==> config.mk <==
export PLATFORM = sky130hd
export DESIGN_NAME = accel_sample_buffer_readout
export DESIGN_NICKNAME = d
export VERILOG_FILES = /design/src/rtl/sample_memory.v /design/src/rtl/axis_byte_formatter.v /design/src/rtl/accel_sample_buffer_readout.v
export VERILOG_INCLUDE_DIRS = /design/src /design/src/shared
export SDC_FILE = /design/constraint.sdc
export NUM_CORES = 2
export LEC_CHECK = 0
export ABC_CLOCK_PERIOD_IN_PS = 4390
export BUFFER_PORTS_ARGS = -buffer_cell sky130_fd_sc_hd__buf_2
export CAP_MARGIN = 0
export CORE_AREA = 2 2 355 357
export DETAILED_ROUTE_END_ITERATION = 8
export DIE_AREA = 0 0 357 359
export PLACE_DENSITY = 0.55
export SLEW_MARGIN = 20
export SYNTH_ARGS = -nofsm -noshare
export SYNTH_HDL_FRONTEND = slang
export SYNTH_HIERARCHICAL = 1
export SYNTH_SLANG_ARGS = --single-unit
==> constraint.sdc <==
create_clock -name clk_sys_i -period 4.39 [get_ports clk_sys_i]
set_input_delay 0.2195 -clock clk_sys_i [delete_from_list [all_inputs] [get_ports clk_sys_i]]
set_output_delay 0.2195 -clock clk_sys_i [all_outputs]
set_load 0.01 [all_outputs]
==> src/shared/sample_buffer_defines.vh <==
`ifndef SAMPLE_BUFFER_DEFINES_VH
`define SAMPLE_BUFFER_DEFINES_VH

// ----------------------------------------------------------------------------
// Register addresses.
// ----------------------------------------------------------------------------
`define ADDR_STATE 8'h0b
`define ADDR_X_FIRST 8'h0c
`define ADDR_X_SECOND 8'h0d
`define ADDR_Y_FIRST 8'h0e
`define ADDR_Y_SECOND 8'h0f
`define ADDR_Z_FIRST 8'h10
`define ADDR_Z_SECOND 8'h11

// ----------------------------------------------------------------------------
// Buffer geometry and field layout.
// ----------------------------------------------------------------------------
`define BUF_DEPTH 6'h20
`define PTR_W 5
`define SAMPLE_W 36
`define AXIS_W 12
`define CNT_W 6
`define MODE_OFF 2'h0
`define STATE_WMRK_BIT 7
`define STATE_OVF_BIT 6
`define X_LO 0
`define Y_LO 12
`define Z_LO 24
`define SIGN_BIT 11

`endif

==> src/rtl/sample_memory.v <==
`timescale 1ns/1ps
`include "sample_buffer_defines.vh"

// ----------------------------------------------------------------------------
// Sample store with registered read data.
// ----------------------------------------------------------------------------
module sample_memory (
  // Clock.
  input wire clk_sys_i,
  // Write port.
  input wire wr_en_i,
  input wire [`PTR_W-1:0] wr_addr_i,
  input wire [`SAMPLE_W-1:0] wr_data_i,
  // Read port.
  input wire [`PTR_W-1:0] rd_addr_i,
  output reg [`SAMPLE_W-1:0] rd_data_o
);
  reg [`SAMPLE_W-1:0] mem [0:`BUF_DEPTH-1];

  always @(posedge clk_sys_i) begin
    if (wr_en_i) begin
      mem[wr_addr_i] <= wr_data_i;
    end
    rd_data_o <= mem[rd_addr_i];
  end
endmodule

==> src/rtl/axis_byte_formatter.v <==
`timescale 1ns/1ps
`include "sample_buffer_defines.vh"

// ----------------------------------------------------------------------------
// Formats one 12-bit axis into its first and second register bytes.
// ----------------------------------------------------------------------------
module axis_byte_formatter (
  // Sample and format controls.
  input wire [`AXIS_W-1:0] axis_i,
  input wire byte_order_select_i,
  input wire fast_read_i,
  // Register bytes.
  output wire [7:0] first_byte_o,
  output wire [7:0] second_byte_o
);
  wire sign_copy_bits;

  assign sign_copy_bits = axis_i[`SIGN_BIT];
  // Fast read or big-endian put bits 11:4 first; else bits 7:0.
  assign first_byte_o = (fast_read_i | byte_order_select_i) ?
    axis_i[11:4] : axis_i[7:0];
  // Big-endian leaves the low nibble zero; little-endian copies the sign.
  assign second_byte_o = byte_order_select_i ?
    {axis_i[3:0], 4'h0} :
    {{4{sign_copy_bits}}, axis_i[11:8]};
endmodule

==> src/rtl/accel_sample_buffer_readout.v <==
`timescale 1ns/1ps
`include "sample_buffer_defines.vh"

// Behaviour
// - Count field bits 5:0 holds stored triplets, 0 to 32.
// - A triplet arriving when full keeps count 32 and sets overflow.
// - Reading one whole sample out clears the overflow flag.
// - A flush request clears the overflow flag.
// - Mode 00b clears overflow and count, keeps stored contents.
// - Readout order bit picks oldest (FIFO) or newest (LIFO) sample.
// - Each axis sample is a 12-bit two's complement value.
// - Byte order select picks layout; little-endian after reset.
// - Little-endian: bits 7:0 first, bits 11:8 low nibble next.
// - Little-endian second byte upper nibble copies the sign bit.
// - Big-endian: bits 11:4 first, bits 3:0 high nibble next.
// - Big-endian second byte low nibble always reads zero.
// - Fast read makes auto-increment skip second bytes.
// - Fast read puts bits 11:4 at the first byte address.
// - Axis skip bits make auto-increment pass over that axis.
// - Watermark flag clears without reading the status register.
// - Axis pairs sit at 0Ch/0Dh, 0Eh/0Fh, 10h/11h.
// - Watermark flag is set while count reaches the watermark level.
module accel_sample_buffer_readout (
  // Clock and reset.
  input wire clk_sys_i,
  input wire resetn_i,
  // Sample write side.
  input wire sample_valid_i,
  input wire [`SAMPLE_W-1:0] sample_data_i,
  // Configuration.
  input wire [1:0] buffer_mode_i,
  input wire readout_lifo_i,
  input wire byte_order_select_i,
  input wire fast_read_i,
  input wire axis_x_skip_i,
  input wire axis_y_skip_i,
  input wire axis_z_skip_i,
  input wire [`CNT_W-1:0] watermark_level_i,
  input wire flush_i,
  // Register read port.
  input wire rd_en_i,
  input wire [7:0] rd_addr_i,
  output reg [7:0] rd_data_o,
  output reg [7:0] next_addr_o,
  // Status.
  output reg [`CNT_W-1:0] stored_sample_count_o,
  output reg overflow_flag_o,
  output reg watermark_flag_o
);
  // --------------------------------------------------------------------------
  // State.
  // --------------------------------------------------------------------------
  reg [`PTR_W-1:0] wr_ptr_ff;
  reg [`PTR_W-1:0] rd_ptr_ff;
  reg [`CNT_W-1:0] count_ff;
  reg overflow_ff;
  reg [`CNT_W-1:0] nxt_count;
  reg nxt_overflow;
  reg [`PTR_W-1:0] nxt_wr_ptr;
  reg [`PTR_W-1:0] nxt_rd_ptr;
  reg [7:0] nxt_rd_data;
  reg [7:0] nxt_addr;
  reg [7:0] last_addr;
  wire [`SAMPLE_W-1:0] mem_rd_data;
  wire [`PTR_W-1:0] mem_rd_addr;
  wire [7:0] x_first;
  wire [7:0] x_second;
  wire [7:0] y_first;
  wire [7:0] y_second;
  wire [7:0] z_first;
  wire [7:0] z_second;
  wire buf_on;
  wire full;
  wire do_write;
  wire sample_done;
  wire [7:0] status_byte;

  // --------------------------------------------------------------------------
  // Storage and formatting.
  // --------------------------------------------------------------------------
  assign buf_on = (buffer_mode_i != `MODE_OFF);
  assign full = (count_ff == `BUF_DEPTH);
  assign do_write = sample_valid_i & buf_on;

  // LIFO reads the newest entry, FIFO the oldest.
  assign mem_rd_addr = readout_lifo_i ?
    (wr_ptr_ff - {{(`PTR_W-1){1'b0}}, 1'b1}) : rd_ptr_ff;

  sample_memory u_mem (
    .clk_sys_i(clk_sys_i),
    .wr_en_i(do_write),
    .wr_addr_i(wr_ptr_ff),
    .wr_data_i(sample_data_i),
    .rd_addr_i(mem_rd_addr),
    .rd_data_o(mem_rd_data)
  );

  // Each axis is a 12-bit two's complement field of the sample.
  axis_byte_formatter u_fmt_x (
    .axis_i(mem_rd_data[`X_LO+`AXIS_W-1:`X_LO]),
    .byte_order_select_i(byte_order_select_i),
    .fast_read_i(fast_read_i),
    .first_byte_o(x_first),
    .second_byte_o(x_second)
  );

  axis_byte_formatter u_fmt_y (
    .axis_i(mem_rd_data[`Y_LO+`AXIS_W-1:`Y_LO]),
    .byte_order_select_i(byte_order_select_i),
    .fast_read_i(fast_read_i),
    .first_byte_o(y_first),
    .second_byte_o(y_second)
  );

  axis_byte_formatter u_fmt_z (
    .axis_i(mem_rd_data[`Z_LO+`AXIS_W-1:`Z_LO]),
    .byte_order_select_i(byte_order_select_i),
    .fast_read_i(fast_read_i),
    .first_byte_o(z_first),
    .second_byte_o(z_second)
  );

  // --------------------------------------------------------------------------
  // Last enabled byte of a triplet.
  // --------------------------------------------------------------------------
  always @* begin
    last_addr = `ADDR_STATE;
    if (!axis_z_skip_i) begin
      last_addr = fast_read_i ? `ADDR_Z_FIRST : `ADDR_Z_SECOND;
    end else if (!axis_y_skip_i) begin
      last_addr = fast_read_i ? `ADDR_Y_FIRST : `ADDR_Y_SECOND;
    end else if (!axis_x_skip_i) begin
      last_addr = fast_read_i ? `ADDR_X_FIRST : `ADDR_X_SECOND;
    end
  end

  assign sample_done = rd_en_i & (rd_addr_i == last_addr) &
    (count_ff != {`CNT_W{1'b0}}) & !axis_all_skipped(axis_x_skip_i,
    axis_y_skip_i, axis_z_skip_i);

  function axis_all_skipped;
    input xs;
    input ys;
    input zs;
    begin
      axis_all_skipped = xs & ys & zs;
    end
  endfunction

  // --------------------------------------------------------------------------
  // Auto-increment address.
  // --------------------------------------------------------------------------
  always @* begin
    nxt_addr = rd_addr_i + 8'h01;
    if (rd_addr_i == `ADDR_STATE || rd_addr_i == last_addr) begin
      if (!axis_x_skip_i) begin
        nxt_addr = `ADDR_X_FIRST;
      end else if (!axis_y_skip_i) begin
        nxt_addr = `ADDR_Y_FIRST;
      end else if (!axis_z_skip_i) begin
        nxt_addr = `ADDR_Z_FIRST;
      end else begin
        nxt_addr = `ADDR_STATE;
      end
    end else if (rd_addr_i == `ADDR_X_FIRST ||
                 rd_addr_i == `ADDR_X_SECOND) begin
      if (!fast_read_i && rd_addr_i == `ADDR_X_FIRST) begin
        nxt_addr = `ADDR_X_SECOND;
      end else if (!axis_y_skip_i) begin
        nxt_addr = `ADDR_Y_FIRST;
      end else begin
        nxt_addr = `ADDR_Z_FIRST;
      end
    end else if (rd_addr_i == `ADDR_Y_FIRST ||
                 rd_addr_i == `ADDR_Y_SECOND) begin
      if (!fast_read_i && rd_addr_i == `ADDR_Y_FIRST) begin
        nxt_addr = `ADDR_Y_SECOND;
      end else begin
        nxt_addr = `ADDR_Z_FIRST;
      end
    end else if (rd_addr_i == `ADDR_Z_FIRST) begin
      if (!fast_read_i) begin
        nxt_addr = `ADDR_Z_SECOND;
      end
    end
  end

  // --------------------------------------------------------------------------
  // Register read data.
  // --------------------------------------------------------------------------
  assign status_byte = {(count_ff >= watermark_level_i) & buf_on,
    overflow_ff, count_ff};

  always @* begin
    nxt_rd_data = 8'h00;
    if (rd_addr_i == `ADDR_STATE) begin
      nxt_rd_data = status_byte;
    end else if (rd_addr_i == `ADDR_X_FIRST) begin
      nxt_rd_data = x_first;
    end else if (rd_addr_i == `ADDR_X_SECOND) begin
      nxt_rd_data = x_second;
    end else if (rd_addr_i == `ADDR_Y_FIRST) begin
      nxt_rd_data = y_first;
    end else if (rd_addr_i == `ADDR_Y_SECOND) begin
      nxt_rd_data = y_second;
    end else if (rd_addr_i == `ADDR_Z_FIRST) begin
      nxt_rd_data = z_first;
    end else if (rd_addr_i == `ADDR_Z_SECOND) begin
      nxt_rd_data = z_second;
    end
  end

  // --------------------------------------------------------------------------
  // Pointer, count and overflow update.
  // --------------------------------------------------------------------------
  always @* begin
    nxt_wr_ptr = wr_ptr_ff;
    nxt_rd_ptr = rd_ptr_ff;
    nxt_count = count_ff;
    nxt_overflow = overflow_ff;
    if (!buf_on) begin
      nxt_count = {`CNT_W{1'b0}};
      nxt_overflow = 1'b0;
      nxt_rd_ptr = wr_ptr_ff;
    end else if (flush_i) begin
      nxt_count = {`CNT_W{1'b0}};
      nxt_overflow = 1'b0;
      nxt_rd_ptr = wr_ptr_ff;
    end else begin
      if (sample_done) begin
        nxt_overflow = 1'b0;
        if (readout_lifo_i) begin
          nxt_wr_ptr = wr_ptr_ff - {{(`PTR_W-1){1'b0}}, 1'b1};
        end else begin
          nxt_rd_ptr = rd_ptr_ff + {{(`PTR_W-1){1'b0}}, 1'b1};
        end
        nxt_count = count_ff - {{(`CNT_W-1){1'b0}}, 1'b1};
      end
      if (do_write) begin
        nxt_wr_ptr = nxt_wr_ptr + {{(`PTR_W-1){1'b0}}, 1'b1};
        if (full && !sample_done) begin
          nxt_overflow = 1'b1;
          nxt_rd_ptr = rd_ptr_ff + {{(`PTR_W-1){1'b0}}, 1'b1};
        end else begin
          nxt_count = nxt_count + {{(`CNT_W-1){1'b0}}, 1'b1};
        end
      end
    end
  end

  // --------------------------------------------------------------------------
  // Registers.
  // --------------------------------------------------------------------------
  always @(posedge clk_sys_i or negedge resetn_i) begin
    if (!resetn_i) begin
      wr_ptr_ff <= {`PTR_W{1'b0}};
      rd_ptr_ff <= {`PTR_W{1'b0}};
      count_ff <= {`CNT_W{1'b0}};
      overflow_ff <= 1'b0;
      rd_data_o <= 8'h00;
      next_addr_o <= `ADDR_STATE;
      stored_sample_count_o <= {`CNT_W{1'b0}};
      overflow_flag_o <= 1'b0;
      watermark_flag_o <= 1'b0;
    end else begin
      wr_ptr_ff <= nxt_wr_ptr;
      rd_ptr_ff <= nxt_rd_ptr;
      count_ff <= nxt_count;
      overflow_ff <= nxt_overflow;
      if (rd_en_i) begin
        rd_data_o <= nxt_rd_data;
        next_addr_o <= nxt_addr;
      end
      stored_sample_count_o <= nxt_count;
      overflow_flag_o <= nxt_overflow;
      watermark_flag_o <= buf_on & (nxt_count >= watermark_level_i);
    end
  end
endmodule

# Yosys cells after proc, flatten, opt, wreduce, memory -nomap -nowiden
# Memory sizes are Yosys's and may differ from the RTL's. A register that Yosys moved wholly into a read port is not among the register bits.
# Index checks and enable logic that the tools add are counted.
[totals]
regBits = 34
latchBits = 0
mem_bits_rw = 1152
romBits = 0
input_bits = 63
memories = 1
[classes]
n_addsub = 6
n_mul = 0
div = 0
n_lt_le_gt_ge = 2
eq_ne = 9
shifts = 0
n_mux = 56
bitwise_logic = 10
reduce_logical = 12
[mem_list]
columns = ["name", "depth", "width", "rd", "rd_clocked_by_memory_dff", "wr", "line", "text"]
rows = [
  ["u_mem.mem", 32, 36, 1, 1, 1, "sample_memory.v:18", "reg [`SAMPLE_W-1:0] mem [0:`BUF_DEPTH-1];"],
]
[op_table]
columns = ["cell", "count"]
rows = [
  ["two-way mux 8 bit", 19],
  ["two-way mux 5 bit", 18],
  ["two-way mux 6 bit", 7],
  ["equality test 8 x 4 -> 1 bit (second input constant)", 5],
  ["equality test 8 x 5 -> 1 bit (second input constant)", 2],
  [">= comparator 6 bit", 2],
  ["adder 5 x 1 -> 5 bit (second input constant)", 2],
  ["two-way mux 1 bit", 10],
  ["adder 8 x 1 -> 8 bit (second input constant)", 1],
  ["AND 1 bit", 8],
  ["equality test 8 bit", 1],
  ["adder 6 x 1 -> 6 bit (second input constant)", 1],
  ["equality test 6 bit (second input constant)", 1],
  ["two-way mux 3 bit", 2],
  ["nonzero test 6 bit", 1],
  ["subtractor 6 x 1 -> 6 bit (second input constant)", 1],
  ["subtractor 5 x 1 -> 5 bit (second input constant)", 1],
  ["logical AND 1 bit", 3],
  ["zero test 1 bit", 3],
  ["logical OR 1 bit", 3],
  ["AND reduction 2 bit", 1],
  ["nonzero test 2 bit", 1],
  ["NOT 1 bit", 1],
  ["bitwise OR 1 bit", 1],
]

# Depth between registers and ports, before layout
[depth]
word_depth = 18
mapped_depth = 18

# Cells and area by module
# The synthesis kept the hierarchy.
[modules_own_cells]
columns = ["module", "instances", "cells_each", "area_per_inst_um2", "seq_area_each_um2"]
rows = [
  ["sample_memory", 1, 2536, 45586.2, 35313.9],
  ["accel_sample_buffer_readout", 1, 425, 3283.1, 854.6],
  ["axis_byte_formatter", 3, 23, 183.9, 0.0],
]

# Worst setup path after synthesis
# Ideal clock, no wire load.
[synth_path]
path_kind = "reg-to-reg"
from = "reg count_ff[0]"
to = "reg watermark_flag_o"
arrival_ns = 3.487
t_required_ns = 4.263
path_slack_ns = 0.777
stages_incl_launch_ff = 19
n_path_buf = 1
period_less_slack_ns = 3.613
path_cell_list = "dfrtp_1 -> inv_1 -> ha_1 -> nor4b_2 -> a211o_4 -> nor3_2 -> buf_2 -> mux2i_1 -> ha_1 -> mux2i_1 -> nor2_1 -> ha_1 -> a21o_1 -> a21oi_1 -> nor2b_1 -> o21ai_0 -> nand2b_1 -> a21oi_1 -> nor2_1"
[synth_via]
elab_chain_len = 13
elab_cells_between_ends = 17
[synth_lines]
columns = ["element", "line", "text"]
rows = [
  ["start: declaration", "accel_sample_buffer_readout.v:55", "reg [`CNT_W-1:0] count_ff;"],
  ["start signal: assignment", "accel_sample_buffer_readout.v:258", "count_ff <= {`CNT_W{1'b0}};"],
  ["start signal: assignment", "accel_sample_buffer_readout.v:268", "count_ff <= nxt_count;"],
  ["parallel branches: the longest is 8 deep, another holds subtractor 6 x 1 -> 6 bit", "n/a", ""],
  ["two-way mux 6 bit (*)", "accel_sample_buffer_readout.v:239", "if (do_write) begin"],
  ["two-way mux 6 bit (*)", "accel_sample_buffer_readout.v:225", "end else if (flush_i) begin"],
  ["two-way mux 6 bit (*)", "accel_sample_buffer_readout.v:221", "if (!buf_on) begin"],
  ["via nxt_count[1]", "accel_sample_buffer_readout.v:57", "reg [`CNT_W-1:0] nxt_count;"],
  [">= comparator 6 bit (*)", "accel_sample_buffer_readout.v:276", "watermark_flag_o <= buf_on & (nxt_count >= watermark_level_i);"],
  ["AND 1 bit (*)", "accel_sample_buffer_readout.v:276", ""],
  ["end signal: assignment", "accel_sample_buffer_readout.v:276", ""],
  ["end: declaration", "accel_sample_buffer_readout.v:48", "output reg watermark_flag_o"],
]
# Mark *: on every way through the listed nets, which the timed path passes. The select of a mux whose other input is x is not followed.
# A chain may end at the register's enable or synchronous reset.

# Final worst setup path
[layout_path]
from = "reg count_ff[1]"
to = "reg watermark_flag_o"
[layout_via]
elab_chain_len = 13
elab_cells_between_ends = 17
[layout_lines]
columns = ["element", "line"]
rows = [
  ["parallel branches: the longest is 8 deep, another holds subtractor 6 x 1 -> 6 bit", "n/a"],
  ["two-way mux 6 bit (*)", "accel_sample_buffer_readout.v:239"],
  ["two-way mux 6 bit (*)", "accel_sample_buffer_readout.v:225"],
  ["two-way mux 6 bit (*)", "accel_sample_buffer_readout.v:221"],
  [">= comparator 6 bit (*)", "accel_sample_buffer_readout.v:276"],
  ["AND 1 bit (*)", "accel_sample_buffer_readout.v:276"],
]
# Every way passes the cells marked *. The select of a mux whose other input is x is not followed.

==> results.yml <==
power_and_ir_drop:
  power_density_mw_per_mm2: 555
  clkPwrFrac_pct: 33.2
  vdd_drop_max_mv: 0.352
  p_leak_uw: 0.0202
  power_switching_share_pct: 29.7
  p_int_uw: 22200
  p_switching_uw: 9370
  p_seq_share_pct: 43.9
  p_comb_share_pct: 22.9
final_layout:
  drive_gt1_share_pct: 13.3
  final_cell_mix: "1152 x edfxtp_1, 583 x mux2i_1, 167 x nand2_1"
  n_fill_cell: 10800
  final_common_cell: "edfxtp_1"
  nNetsFinal: 3297
  syn_to_final_growth_pct: 15.1
  multi_input_area_mm2: 0.0124
  regArea_mm2: 0.0362
cts:
  clock_latency_ns: 0.75
  cts_made_buffers: 120
  cts_tree: "done"
  clock_sinks: 1222
  cts_buffer_depth: 3
  path_clk_slew_ns: 0.06
  cts_root_buf: "clkbuf_16"
  h-tree-depth: 3
synthesis:
  syn-num-nets: 3115
  synth.ff_latch_count: 1222
  synth_ff_type: "edfxtp_1"
  ys_types: 68
  yosysTopAreaCellShare_pct: 70.0
  yosysWarnings: 6
  synthCells: 3030
  avgSynthCellArea_um2: 16.3
  synthTopCellsByArea: "edfxtp_1 70%, mux2i_1 12%, a22oi_1 1.7%, a21oi_1 1.6%, dfrtp_1 1.6%"
  async_reset_ff_share_pct: 2.78
  seq_area_frac_synth_pct: 73.2
  synth_top_cell_by_area: "edfxtp_1"
  synth_edf_count: 1152
  syn-cell-area_mm2: 0.0494
setup_path:
  r2r_setup_slack_ns: 0.33
  reg2reg_from: "count_ff[1]$_DFF_PN0_"
  max_stage_delay_ns: 0.54
  setup.worst_path.class: "flop to flop"
  crit_slowest_cell: "dlygate4sd3_1"
  crit_chain: "inv_1 > ha_1 > nor4b_2 > a211o_4 > nor3_4 > buf_4 > mux2i_1 > xnor2_1 > nand2_1 > ha_1 > nand2b_1 > a21o_1 > a21oi_2 > nor2b_1 > o21ai_1 > nand2b_1 > a21oi_1 > nor2_1 > dlygate4sd3_1"
  worstPathArrival_ns: 4.69
  r2r.worst_path.cells: 19
  cp-end-kind: "flop"
  crit_end: "watermark_flag_o$_DFF_PN0_"
  critPathLaunchType: "flop"
  cp_max_fo: 6
  startpoint: "count_ff[1]$_DFF_PN0_"
  cp.required_ns: 5.02
  worst_r2r_endpoint: "watermark_flag_o$_DFF_PN0_"
floorplanning:
  die_x_um: 357
  die_h_um: 359
  core_area_mm2: 0.125
  start_util_pct: 39.7
  num_rows: 130
  dieArea_mm2: 0.128
  io_pins: 87
global_routing:
  overflow: 0
  antenna_found_initial: 6
  track_usage_pct: 20.0
  grtUsageMet3_pct: 4.05
  grt_use_met1_pct: 27.5
  grt_use_met2_pct: 31.9
  grt_pass1_vias: 27200
  grt.busiest_layer: "met2"
  grt_first_pass_wirelength_um: 187000
  grt_max_degree: 105
timing:
  hold_violations: 0
  finClkSkew_ns: 0.0301
  finalCritPeriodShare_pct: 92.5
  relSlewSlack_pct: 30.6
  grt_setup_unrepaired: "no"
  setup-violations-final: 0
  worst_pin_slew_ns: 1.04
  setup_tns_ns: 0
  maxSlewViolCount: 0
  whs_ns: 0.0834
  timing.fmax_mhz: 246
  fin_crit_ns: 4.06
placed_design:
  gp_congestion: 0.831
  io_buffer_count: 86
  place_hpwl_um: 70500
routing:
  drtPass1Iterations: 6
  drc: 0
  avgViaCountPerCell: 5.51
  wire_per_inst_um: 26.0
  vias: 27400
  wl_um: 129000
  drt_iter0_drc: 2501
  ant_nets: 0
run:
  drv_cap: 0
outcome:
  status: "finished clean"
worst_hold_path:
  worstHoldPathType: "input port to flop"
-- power by group through the flow --
stage | Combinational (µW) | Clock [µW] | Sequential [µW]
final | 7240 | 10500 | 13800
after global routing | 7790 | 11200 | 13900
after CTS | 7270 | 10700 | 13800
after detailed placement | 7200 | 0 | 14100
after global placement | 7130 | 0 | 14000
after floorplan | 5060 | 0 | 13700
-- sequential cells by signal, indices dropped and copies added, names as in the netlist --
register	count
count_ff	6
u_mem/rd_data_o	36
u_mem/mem	1152
rd_ptr_ff	5
rd_data_o	8
wr_ptr_ff	5
watermark_flag_o	1
overflow_ff	1
next_addr_o	8
-- final cells by class --
type                       count  area share, %
sequential                  1222           63.6
multi-input combinational   1602           21.7
clock buffer                 143           5.47
timing repair buffer         231           3.79
tap                         1650           3.63
clock inverter                81           1.59
inverter                      35          0.231
antenna                        2        0.00880
-- critical path, delay by kind of cell, from the launching register on --
| kind | cells | cell delay [ns] |
|---|---|---|
| buffers and inverters | 3 | 0.85 |
| XOR/XNOR | 1 | 0.14 |
| flip-flops | 1 | 0.42 |
| AO/OA/AOI/OAI | 5 | 1.02 |
| AND/OR/NAND/NOR | 7 | 0.83 |
| multiplexers | 1 | 0.21 |
| adder cells (fa/ha/maj) | 2 | 0.49 |
-- layer usage --
| layer | vias up | share of wire, % |
|---|---|---|
| li1 | 12200 | - |
| met1 | 14100 | 44 |
| met2 | 845 | 47 |
| met3 | 202 | 6.7 |
| met4 | 2 | 2.7 |
| met5 | - | 0.010 |
-- stage by stage --
stage	area, µm²	cells	worst slack, ns	utilization (%)	total power [µW]
after global placement	52300	4683	0.480	42.0	21200
after detailed placement	52300	4683	0.581	42.0	21300
after CTS	56900	4961	0.0225	45.6	31800
after floorplan	49400	3030	0.777	-	18800
after global routing	56900	4966	0.00702	45.7	32800
final	56900	4966	0.329	45.7	31600
-- synth_stat cells, types with 3 or more instances --
library cell / n
edfxtp_1: 1152
mux2i_1: 583
nand2_1: 168
a21oi_1: 159
nand3_1: 126
a22oi_1: 111
a22o_1: 73
nor2_1: 66
clkbuf_1: 54
nor3_1: 45
buf_2: 39
a31oi_1: 38
dfxtp_1: 36
inv_1: 35
dfrtp_1: 31
o21ai_0: 26
mux2_2: 25
buf_4: 24
buf_6: 24
xnor2_1: 23
ha_1: 22
buf_1: 19
and3_1: 12
nand2b_1: 10
xor2_1: 10
and2b_1: 9
o21ai_1: 9
buf_8: 8
o211ai_1: 7
a21o_1: 6
nand4_1: 6
nor2b_1: 6
nand3b_1: 5
o221ai_1: 5
a32oi_1: 4
o22a_1: 4
clkbuf_4: 3
dfstp_2: 3
nor2_8: 3
nor3_2: 3
or2_2: 3
or3b_2: 3
-- cells by family (layout without fill, tap and decap cells) --
group,Yosys count,in the layout,synth area share [%]
multiplexers,608,608,12.4
other,0,2,0
flip-flops,1222,1222,73.2
AO/OA/AOI/OAI,458,458,6.15
buffers and inverters,206,490,2.42
AND/OR/NAND/NOR,481,481,4.73
XOR/XNOR,33,33,0.585
adder cells (fa/ha/maj),22,22,0.557
-- worst min path at each step --
| stage | start | to | slack, ns | depth (start not counted) |
|---|---|---|---|---|
| 4_1_cts | rd_addr_i[0] | next_addr_o[5]$_DFFE_PN0P_ | 0.03 | 4 |
| 3_5_place_dp | resetn_i | watermark_flag_o$_DFF_PN0_ | 0.38 | 1 |
| 6_report | rd_addr_i[0] | next_addr_o[5]$_DFFE_PN0P_ | 0.08 | 4 |
| 3_3_place_gp | resetn_i | count_ff[4]$_DFF_PN0_ | 0.36 | 1 |
| 2_1_floorplan | resetn_i | count_ff[0]$_DFF_PN0_ | -0.08 | 0 |
| 5_1_grt | rd_addr_i[0] | next_addr_o[5]$_DFFE_PN0P_ | 0.09 | 4 |
-- what timing repair did --
action                                  CTS  global route
endpoints found under the hold margin  1130             0
resized for setup                         0             6
hold buffers                             54             0
setup buffers                             0             3
setup endpoints to repair                 0             1
Note: power is estimated with default switching activity, not from simulation.
